$ cat src/lhb_defs.svh
// constants for the header break timing and pin readback slice
`ifndef LHB_DEFS_SVH
`define LHB_DEFS_SVH
`define LHB_OFS_PIN       4'h0
`define LHB_OFS_BRK       4'h4
`define LHB_OFS_CTRL      4'h8
`define LHB_PIN_TX_BIT    2
`define LHB_PIN_RX_BIT    1
`define LHB_DEL_LSB       8
`define LHB_DEL_MSB       9
`define LHB_EXT_LSB       0
`define LHB_EXT_MSB       2
`define LHB_BRK_MIN       5'h0d
`define LHB_CTRL_LIN_BIT  0
`define LHB_CTRL_GO_BIT   1
`define LHB_CTRL_BUSY_BIT 2
`endif

$ cat src/lhb_pkg.sv
// types for the header break timing and pin readback slice
`default_nettype none
package lhb_pkg;
  typedef enum logic [1:0] {
    LHB_IDLE  = 2'b00,
    LHB_BREAK = 2'b01,
    LHB_DELIM = 2'b10,
    LHB_SYNC  = 2'b11
  } lhb_state_e;
  typedef struct packed {
    logic [1:0] del;
    logic [2:0] ext;
    logic       lin;
  } lhb_cfg_s;
endpackage
`default_nettype wire

$ cat src/lhb_core.sv
// register slice: pin readback, break and delimiter timing, header break sender
`timescale 1ns/10ps
`default_nettype none
`include "lhb_defs.svh"
module lhb_core
(
  input  wire logic        mclk_i,
  input  wire logic        sys_rst_i,
  input  wire logic        clk_en_i,
  input  wire logic [3:0]  avs_address_i,
  input  wire logic        avs_read_i,
  input  wire logic        avs_write_i,
  input  wire logic [31:0] avs_writedata_i,
  input  wire logic [3:0]  avs_byteenable_i,
  output logic      [31:0] avs_readdata_o,
  output logic             avs_waitrequest_o,
  input  wire logic        bit_tick_i,
  input  wire logic        bus_in_pin_i,
  input  wire logic        bus_out_sense_i,
  output logic             bus_out_pin_o,
  output logic      [2:0]  break_extend_count_o,
  output logic      [1:0]  break_delimiter_length_o,
  output logic             sync_start_o
);
  // ==========================================================
  // pin synchronisers
  logic [1:0] rx_sync_q, rx_sync_d;
  logic [1:0] tx_sync_q, tx_sync_d;
  // first stage feeds only the second one
  always_comb
  begin
    rx_sync_d = {rx_sync_q[0], bus_in_pin_i};
    tx_sync_d = {tx_sync_q[0], bus_out_sense_i};
  end
  always_ff @(posedge mclk_i)
  begin
    if (sys_rst_i)
    begin
      rx_sync_q <= 2'h3;
      tx_sync_q <= 2'h3;
    end
    else if (clk_en_i)
    begin
      rx_sync_q <= rx_sync_d;
      tx_sync_q <= tx_sync_d;
    end
  end

  // ==========================================================
  // registers and avalon slave
  lhb_pkg::lhb_cfg_s cfg_q, cfg_d;
  logic              go_q, go_d;
  logic [31:0]       rdata_q, rdata_d;
  logic              wait_q, wait_d;
  logic              busy;
  logic              access;
  assign access = avs_read_i | avs_write_i;
  // one wait cycle per access keeps read data registered
  always_comb
  begin
    cfg_d   = cfg_q;
    go_d    = 1'b0;
    rdata_d = rdata_q;
    wait_d  = 1'b1;
    if (access && wait_q)
    begin
      wait_d = 1'b0;
      rdata_d = 32'h0000_0000;
      case (avs_address_i)
        `LHB_OFS_PIN:
        begin
          rdata_d[`LHB_PIN_TX_BIT] = tx_sync_q[1];
          rdata_d[`LHB_PIN_RX_BIT] = rx_sync_q[1];
        end
        `LHB_OFS_BRK:
        begin
          rdata_d[`LHB_DEL_MSB:`LHB_DEL_LSB] = cfg_q.del;
          rdata_d[`LHB_EXT_MSB:`LHB_EXT_LSB] = cfg_q.ext;
          if (avs_write_i && avs_byteenable_i[1])
            cfg_d.del = avs_writedata_i[`LHB_DEL_MSB:`LHB_DEL_LSB];
          if (avs_write_i && avs_byteenable_i[0])
            cfg_d.ext = avs_writedata_i[`LHB_EXT_MSB:`LHB_EXT_LSB];
        end
        `LHB_OFS_CTRL:
        begin
          rdata_d[`LHB_CTRL_LIN_BIT]  = cfg_q.lin;
          rdata_d[`LHB_CTRL_BUSY_BIT] = busy;
          if (avs_write_i && avs_byteenable_i[0])
          begin
            cfg_d.lin = avs_writedata_i[`LHB_CTRL_LIN_BIT];
            go_d      = avs_writedata_i[`LHB_CTRL_GO_BIT];
          end
        end
        default: rdata_d = 32'h0000_0000;
      endcase
    end
  end
  always_ff @(posedge mclk_i)
  begin
    if (sys_rst_i)
    begin
      cfg_q   <= '0;
      go_q    <= 1'b0;
      rdata_q <= 32'h0000_0000;
      wait_q  <= 1'b1;
    end
    else if (clk_en_i)
    begin
      cfg_q   <= cfg_d;
      go_q    <= go_d;
      rdata_q <= rdata_d;
      wait_q  <= wait_d;
    end
  end

  // ==========================================================
  // header break and delimiter sequencer
  lhb_pkg::lhb_state_e st_q, st_d;
  logic [4:0]          cnt_q, cnt_d;
  logic                out_q, out_d;
  logic                sync_q, sync_d;
  logic [4:0]          brk_len;
  logic [4:0]          del_len;
  assign brk_len = `LHB_BRK_MIN + {2'h0, cfg_q.ext};
  // outside LIN mode the delimiter is fixed at one bit time
  assign del_len = cfg_q.lin ? {3'h0, cfg_q.del} + 5'h01 : 5'h01;
  assign busy = (st_q != lhb_pkg::LHB_IDLE);
  always_comb
  begin
    st_d   = st_q;
    cnt_d  = cnt_q;
    out_d  = out_q;
    sync_d = 1'b0;
    case (st_q)
      lhb_pkg::LHB_IDLE:
        if (go_q && cfg_q.lin)
        begin
          st_d  = lhb_pkg::LHB_BREAK;
          cnt_d = brk_len;
          out_d = 1'b0;
        end
      lhb_pkg::LHB_BREAK:
        if (bit_tick_i)
        begin
          cnt_d = cnt_q - 5'h01;
          if (cnt_q == 5'h01)
          begin
            st_d  = lhb_pkg::LHB_DELIM;
            cnt_d = del_len;
            out_d = 1'b1;
          end
        end
      lhb_pkg::LHB_DELIM:
        if (bit_tick_i)
        begin
          cnt_d = cnt_q - 5'h01;
          if (cnt_q == 5'h01)
            st_d = lhb_pkg::LHB_SYNC;
        end
      lhb_pkg::LHB_SYNC:
      begin
        sync_d = 1'b1;
        st_d   = lhb_pkg::LHB_IDLE;
      end
      default: st_d = lhb_pkg::LHB_IDLE;
    endcase
  end
  always_ff @(posedge mclk_i)
  begin
    if (sys_rst_i)
    begin
      st_q   <= lhb_pkg::LHB_IDLE;
      cnt_q  <= 5'h00;
      out_q  <= 1'b1;
      sync_q <= 1'b0;
    end
    else if (clk_en_i)
    begin
      st_q   <= st_d;
      cnt_q  <= cnt_d;
      out_q  <= out_d;
      sync_q <= sync_d;
    end
  end

  // ==========================================================
  // outputs, each straight from a flip-flop
  logic [2:0] ext_o_q;
  logic [1:0] del_o_q;
  always_ff @(posedge mclk_i)
  begin
    if (sys_rst_i)
    begin
      ext_o_q <= 3'h0;
      del_o_q <= 2'h0;
    end
    else if (clk_en_i)
    begin
      ext_o_q <= cfg_q.ext;
      del_o_q <= cfg_q.lin ? cfg_q.del : 2'h0;
    end
  end
  assign avs_readdata_o           = rdata_q;
  assign avs_waitrequest_o        = wait_q;
  assign bus_out_pin_o            = out_q;
  assign sync_start_o             = sync_q;
  assign break_extend_count_o     = ext_o_q;
  assign break_delimiter_length_o = del_o_q;
endmodule
`default_nettype wire

$ cat config.mk
export PLATFORM = sky130hd
export DESIGN_NAME = lhb_core
export DESIGN_NICKNAME = d
export VERILOG_FILES = /design/src/lhb_pkg.sv /design/src/lhb_core.sv
export VERILOG_INCLUDE_DIRS = /design/src /design/src/src
export SDC_FILE = /design/constraint.sdc
export NUM_CORES = 1
export LEC_CHECK = 0
export BUFFER_PORTS_ARGS = -buffer_cell sky130_fd_sc_hd__buf_2
export CAP_MARGIN = 25
export CELL_PAD_IN_SITES_DETAIL_PLACEMENT = 0
export CELL_PAD_IN_SITES_GLOBAL_PLACEMENT = 1
export CORE_UTILIZATION = 36
export DETAILED_ROUTE_END_ITERATION = 12
export GPL_ROUTABILITY_DRIVEN = 0
export GPL_TIMING_DRIVEN = 0
export PLACE_DENSITY_LB_ADDON = 0.1
export REMOVE_ABC_BUFFERS = 1
export SLEW_MARGIN = 15
export SYNTH_ARGS = -nofsm -noshare
export SYNTH_HDL_FRONTEND = slang
export SYNTH_SLANG_ARGS = --single-unit
$ cat constraint.sdc
create_clock -name mclk_i -period 3.1 [get_ports mclk_i]
set_input_delay 0.155 -clock mclk_i [delete_from_list [all_inputs] [get_ports mclk_i]]
set_output_delay 0.155 -clock mclk_i [all_outputs]
set_load 0.03 [all_outputs]
Yosys cells after proc, flatten, opt, wreduce, memory -nomap -nowiden. Index checks and enable logic that the tools add are counted.

Output and inout bits: 40. Flip-flop bits (word level): 31.

Eq/ne operators: 11. Mux-type cells: 26. Bitwise operators: 1. Reduce and logical (&&, ||, !) cells: 16. Add/sub/neg operators: 3.

Operator list (count): $mux 5 (4); $pmux 5 s3 (1); $mux 2 (7); $reduce_and 4->1 (3); $ne 2x2->1 const B (5); $reduce_and 5->1 (2); $mux 1 (8); $pmux 2 s4 (1); $pmux 1 s2 (3); $reduce_and 6->1 (1); $add 4x3->5 const A (1); $eq 5x1->1 const B (1); $sub 5x1->5 const B (1); $eq 2x2->1 const B (2); $eq 4x3->1 const B (1); $eq 4x4->1 const B (1); $logic_and 1x1->1 (4); $logic_not 4->1 (1); $reduce_bool 2->1 (2); $add 2x1->3 const B (1); $mux 3 (1); $pmux 1 s3 (1); $reduce_bool 3->1 (1); $eq 2x1->1 const B (1); 3 further kinds (3).

Logic depth before layout (Yosys ltp). Gate-level depths: netlist (run 1).

Word-level depth: 5. Depth in mapped cells: 7.

Worst setup path after synthesis (run 1). No wires, ideal clock.

Kind: flip-flop to flip-flop. From: register st_q[0]. To: register cnt_q[1]. Stages on the path, launching flop included: 7. Required time: 2.964 ns. Setup slack: 1.530 ns. Data arrival time: 1.435 ns. Clock period less this slack: 1.570 ns. Cell sequence: dfxtp_1 inv_1 ha_1 a21bo_1 o2111ai_2 a221oi_1 a211oi_2.

Word-level cells in the longest chain between the ends: 3.

Ends and longest elaborated chain: from (decl) (line lhb_core.sv:118) `lhb_pkg::lhb_state_e st_q, st_d;`; from (signal assigned) (line lhb_core.sv:172) `st_q <= lhb_pkg::LHB_IDLE;`; from (signal assigned) (line lhb_core.sv:179) `st_q <= st_d;`; $eq 2x1->1, or another cell as far along (line lhb_core.sv:134) `case (st_q)`; $ne 2x2->1 (no line) / $reduce_bool 3->1 (equally long branches); $reduce_and 5->1 (no line); to (signal assigned) (line lhb_core.sv:180) `cnt_q <= cnt_d;`; to (decl) (line lhb_core.sv:119) `logic [4:0] cnt_q, cnt_d;`.

Several ways; a longest one is shown, not always the timed one. A chain may end at the register's enable or synchronous reset.

Final worst setup path (run 1). Ends and elaborated chain as after synthesis.

==> flow_summary.yaml, run 1 <==
routing:
  remaining_drc_errors: 0
  drt_first_pass_iters: 4
  met3_wirelength_um: 170
  wl_met1_mm: 1.90
  maxUsedRoutingLayer: "met4"
  met2_wirelength_mm: 1.72
  number_of_routed_nets_with_antenna_violations: 0
  drt-wirelength-per-cell_um: 12.5
  initial_drt_markers: 60
  route.final.wire_length_mm: 3.83
  post_drt_via_cell_ratio: 4.73
  via_count: 1447
critical_path:
  timing.critical_path.cells: "inv_1 > ha_1 > a21bo_1 > o2111ai_2 > a221oi_1 > a211oi_2"
  critPathCapture: "cnt_q[1]"
  path_depth: 6
  startpoint_to_endpoint_class_of_the_critical_path: "reg2reg"
  r2r_cells: 6
  reg2reg_setup_slack_ps: 1230
  path_delay_family: "compound AO/OA/AOI/OAI gates"
  worst-endpoint-arrival_ps: 2020
  slowest_delay_ps: 400
  worst_path_max_delay_cell: "sky130_fd_sc_hd__a221oi_1"
  critical_path.reg2reg.endpoint: "cnt_q[1]"
  cp_data_required_time_ps: 3250
  crit_start: "st_q[0]"
  cp_launch_type: "flip-flop"
  critPathMaxFanout: 10
  crit-reg2reg-launch: "st_q[0]"
  worstSetupEndpointType: "flip-flop"
  timing.critical_path.buf_inv: 1
global_route:
  via_count_of_the_first_global_routing_pass: 1260
  track_usage_pct: 15.1
  grt_antenna_before_repair: 0
  wire_length_of_the_first_global_routing_pass_mm: 6.21
  global_route.overflow_total: 0
  grt_max_degree: 37
cts:
  cts_hold_buf: 0
  cts-resized-gates: 0
  number_of_buffers_added_by_the_clock_tree_synthesis_step: 5
  cts.reportedPaths.clkPinSlew_ps: 70
  post-cts-setup-buffers: 0
  tritoncts_num_sinks: 31
  clk_root_buffer_cell: "sky130_fd_sc_hd__clkbuf_8"
  clock_tree_from_tritoncts: "built"
  htreeDepth: 2
  cts-root-to-sink-buffers: 2
  insertion_delay_ps: 280
placement:
  place.port_buffers: 31
  dpl-instance-area_um2: 1950
  post-dp-hpwl_mm: 2.74
logic_synthesis:
  cell_variety_after_synth: 45
  synthArstFlopShare_pct: 0
  ys.flop_type: "sky130_fd_sc_hd__dfxtp_1"
  synth.yosys.seq_area_share_pct: 33.1
  synth_compound_gate_area_share_pct: 16.6
  post_synth_inst_count: 211
  synth_commonest_cells: "sky130_fd_sc_hd__dfxtp_1, sky130_fd_sc_hd__buf_4, sky130_fd_sc_hd__nor2_1, sky130_fd_sc_hd__inv_1, sky130_fd_sc_hd__mux2i_1"
  synth_adder_area_share_pct: 6.68
  synth.mux.area_fraction_pct: 6.41
  yosys.area.top_type: "sky130_fd_sc_hd__dfxtp_1"
  mappedNetlistArea_um2: 1870
  yosysWarnings: 0
  yosys.area_share.xor_xnor_pct: 0.935
  post_synth.cell_area_avg_um2: 8.88
  dominant_cell_by_count_in_the_synthesized_netlist: "sky130_fd_sc_hd__dfxtp_1"
  netlist_top_cells_area: "sky130_fd_sc_hd__dfxtp_1, sky130_fd_sc_hd__buf_4, sky130_fd_sc_hd__ha_1"
  synthDominantCellAreaShare_pct: 33.1
  post_synth_and_or_nand_nor_area_fraction_pct: 19.4
  synth_seq_cells: 31
  synth_enable_flop_cells: 0
  main_combinational_cell_family_by_area_after_synthesis: "simple AND/OR/NAND/NOR gates"
die:
  core_area_um2: 4850
  floorplan.initialDensity_pct: 38.6
  placementRows: 25
  floorplan.die_area_um2: 5500
  fp.dieH_um: 74.1
  chipWidth_um: 74.1
  boundaryPins: 88
pwr:
  total_power_w: 0.000921
  pwr_density_cell_nw_per_um2: 446
  p_leak_nw: 0.876
  power.ir.vdd_worst_uv: 229
sta:
  slew_headroom_pct: 54.8
  finalSetupTns_ps: 0
  rsz0062_at_grt: "false"
  fmax_mhz: 534
  finalHoldViolCount: 0
  finalClockSkew_ps: 6.32
  timing.final.crit_period_ps: 1870
  setup_failing_eps_final: 0
  finalCritPeriodShare_pct: 60.5
  worstMarginPinSlew_ps: 678
  count_of_pins_over_their_slew_limit: 0
min_path:
  min-delay-path-class: "in2reg"
run:
  max_cap_violations: 0
layout:
  diodes: 0
  nets: 296
  finish.instance_area_um2: 2060
  syn_to_final_growth_pct: 10.2
  final_layout_size_suffix_gt1_share_pct: 19.7
run_status:
  status: "complete, no violations"
## how the worst min path moves through the flow
stage                          startpoint            to  slack [ps]  cells after the start
after CTS                 bus_out_sense_i  tx_sync_q[0]          60                      2
after detailed placement  bus_out_sense_i  tx_sync_q[0]         370                      2
final                     bus_out_sense_i  tx_sync_q[0]          70                      2
after global routing         bus_in_pin_i  rx_sync_q[0]          60                      2
after floorplan                 sys_rst_i      cnt_q[1]         220                      1
after global placement    bus_out_sense_i  tx_sync_q[0]         360                      2
## state kept, by name (all words and copies together) (netlist names), 2 cells and up
register / count
cfg_q: 6
avs_readdata_o: 5
cnt_q: 5
break_extend_count_o: 3
break_delimiter_length_o: 2
rx_sync_q: 2
st_q: 2
tx_sync_q: 2
## per-layer routing
layer,vias up,global-route usage [%]
li1,741,-
met1,653,21.2
met2,49,21.8
met3,4,4.07
met4,0,5.77
met5,-,0
## where the power goes
| group | total (W) | internal (W) | switching [W] |
|---|---|---|---|
| clock network | 0.000419 | 0.000260 | 0.000159 |
| logic | 0.0000960 | 0.0000212 | 0.0000748 |
| registers | 0.000406 | 0.000403 | 0.00000318 |
| total | 0.000921 | 0.000685 | 0.000237 |
## cell families after synthesis
kind of cell / after synthesis
and+or+nand+nor: 63
adders and majority gates: 10
AOI/OAI and AO/OA: 42
DFF: 31
muxes: 12
other: 1
buffers and inverters: 50
xor gates and xnor gates: 2
## stage by stage
step / setup slack [ps] / hold WS [ps] / util (%) / cells
3_3_place_gp: 1190 / 363 / 40.2 / 298
5_1_grt: 1040 / 59.0 / 42.6 / 306
6_report: 1230 / 74.3 / 42.6 / 306
3_5_place_dp: 1210 / 366 / 40.2 / 298
4_1_cts: 1200 / 61.9 / 42.6 / 306
2_1_floorplan: 1530 / 220 / - / 200
## cell type report
class	instances	area, um2
clock buffer	6	82.6
clock inverter	2	35.0
fill	519	2780
inverter	13	48.8
multi-input combinational	156	1040
sequential	31	621
tap	67	83.8
timing repair buffer	31	155
## cells in the final DEF, fill, tap and decap left out, drive strengths merged, types with 4 or more instances in the layout
cell type,instances
a211o,4
a21oi,8
a22oi,4
buf,31
clkbuf,6
conb,27
dfxtp,31
ha,10
inv,13
mux2i,12
nand2,4
nand2b,5
nand3,6
nor2,21
nor2b,7
nor3,5
nor4,4
o21ai,8
No activity file was read; power rests on OpenSTA's default activity.
==> run 2: changes to the inputs <==
- CORE_UTILIZATION: 36 -> 33
- clock period: 3.1 -> 1.83 ns (I/O delays scaled with it)
==> flow_summary.yaml, run 2 (synthesis gave the netlist of run 1 again) <==
layout:
  diodes: 0
  mostFrequentLayoutCells: "sky130_fd_sc_hd__buf_2, sky130_fd_sc_hd__dfxtp_1, sky130_fd_sc_hd__conb_1"
  syn_to_final_growth_pct: 13.4
  most_common_library_cell_in_the_layout_ignoring_fill_and_taps: "sky130_fd_sc_hd__buf_2"
  post_layout_nonfiller_instances: 315
  nets: 300
  final_layout_size_suffix_gt1_share_pct: 23.5
  max_flop_register: "cfg_q"
  flip_flop_count_of_the_largest_register_all_copies_and_words_added: 6
critical_path:
  worst_path_max_delay_cell: "sky130_fd_sc_hd__o41ai_1"
  cp_launch_type: "flip-flop"
  worstSetupEndpointType: "flip-flop"
  timing.critical_path.cells: "inv_1 > ha_1 > a21bo_2 > nand2_1 > o41ai_1"
  critPathMaxFanout: 6
  cp_data_required_time_ps: 1990
  worst-endpoint-arrival_ps: 1860
  startpoint_to_endpoint_class_of_the_critical_path: "reg2reg"
  slowest_delay_ps: 420
cts:
  cts.reportedPaths.clkPinSlew_ps: 70
  tritoncts_num_sinks: 31
  insertion_delay_ps: 280
  number_of_buffers_added_by_the_clock_tree_synthesis_step: 5
  cts-root-to-sink-buffers: 2
  clock_tree_from_tritoncts: "built"
  clk_root_buffer_cell: "sky130_fd_sc_hd__clkbuf_8"
  htreeDepth: 2
sta:
  postLayoutSetupSlackWorst_ps: 131
  slew_headroom_pct: 55.8
  finalCritPeriodShare_pct: 92.8
  count_of_pins_over_their_slew_limit: 0
  timing.final.crit_period_ps: 1700
  worstMarginPinSlew_ps: 663
  finalClockSkew_ps: 8.42
  finalHoldViolCount: 0
  finalSetupTns_ps: 0
  fmax_mhz: 589
  setup_failing_eps_final: 0
pwr:
  total_power_w: 0.00139
  power.ir.vdd_worst_uv: 414
  pwr_density_cell_nw_per_um2: 655
  p_leak_nw: 0.872
placement:
  place_inst: 303
  setup_slack_after_placement_ps: -104
  place.port_buffers: 31
  post-dp-hpwl_mm: 2.80
global_route:
  grt_max_degree: 37
  global_route.overflow_total: 0
  track_usage_pct: 14.0
  via_count_of_the_first_global_routing_pass: 1377
  grt_antenna_before_repair: 0
  wire_length_of_the_first_global_routing_pass_mm: 6.59
die:
  placementRows: 27
  fp.dieH_um: 77.3
  boundaryPins: 88
  chipWidth_um: 77.3
  floorplan.initialDensity_pct: 34.2
  floorplan.die_area_um2: 5980
  core_area_um2: 5470
min_path:
  min-delay-path-class: "in2reg"
routing:
  initial_drt_markers: 61
  route.final.wire_length_mm: 4.13
  post_drt_via_cell_ratio: 4.81
  number_of_routed_nets_with_antenna_violations: 0
  drt_first_pass_iters: 4
  remaining_drc_errors: 0
  drt-wirelength-per-cell_um: 13.1
  via_count: 1515
run_status:
  status: "complete, no violations"
run:
  max_cap_violations: 0
run 2: timing repair:
action                                 in CTS  in global routing
endpoints found under the hold margin       1                  0
buffers inserted                            0                  2
setup endpoints to repair                   2                  4
gates resized for setup                     2                  7
gates cloned                                0                  1
pin swaps                                   0                  1
hold buffers                                1                  0
run 2: per-stage QoR:
stage | hold slack [ps] | area [um2] | util [%]
after floorplan | 156 | 1710 | -
after global placement | 299 | 1950 | 35.7
after detailed placement | 301 | 1950 | 35.7
after CTS | 9.98 | 2070 | 37.8
after global routing | 14.9 | 2120 | 38.8
final | 15.9 | 2120 | 38.8
run 2: worst max-delay path: cells and delay by family, from the launching register on:
| family | cells | cell delay, ps |
|---|---|---|
| buffers and inverters | 1 | 100 |
| AOI/OAI and AO/OA | 2 | 690 |
| and+or+nand+nor | 1 | 170 |
| adders and majority gates | 1 | 250 |
| DFF | 1 | 370 |
run 2: final cells by class:
type	instances	area, um2
Clock buffer	5	68.8
Fill cell	577	3350
Inverter	13	48.8
Clock inverter	3	20.0
Multi-Input combinational cell	157	1090
Timing Repair Buffer	34	180
Tap cell	72	90.1
Sequential cell	31	622
run 2: power breakdown:
part	switching, W	internal, W	total, W	leakage [nW]
logic	0.000129	0.0000374	0.000166	0.580
clock network	0.000271	0.000264	0.000536	0.0402
registers	0.00000556	0.000683	0.000689	0.252
total	0.000405	0.000985	0.00139	0.872
run 2: metal layers:
layer | track usage [%] | up-vias | wire length (um)
met5 | 0 | - | 0
met4 | 4.53 | 0 | 48
met3 | 3.06 | 6 | 147
met2 | 24.4 | 40 | 1990
met1 | 17.0 | 716 | 1940
li1 | - | 753 | -
run 2: final timing paths:
kind | start | slack (ps) | cells past startpoint | end
worst max-delay path | st_q[0] | 130 | 5 | st_q[1]
worst min-delay path | bus_in_pin_i | 20 | 2 | rx_sync_q[0]
worst max register to register | st_q[0] | 130 | 5 | st_q[1]
worst min register to register | break_delimiter_length_o[1] | 470 | 2 | break_delimiter_length_o[1]
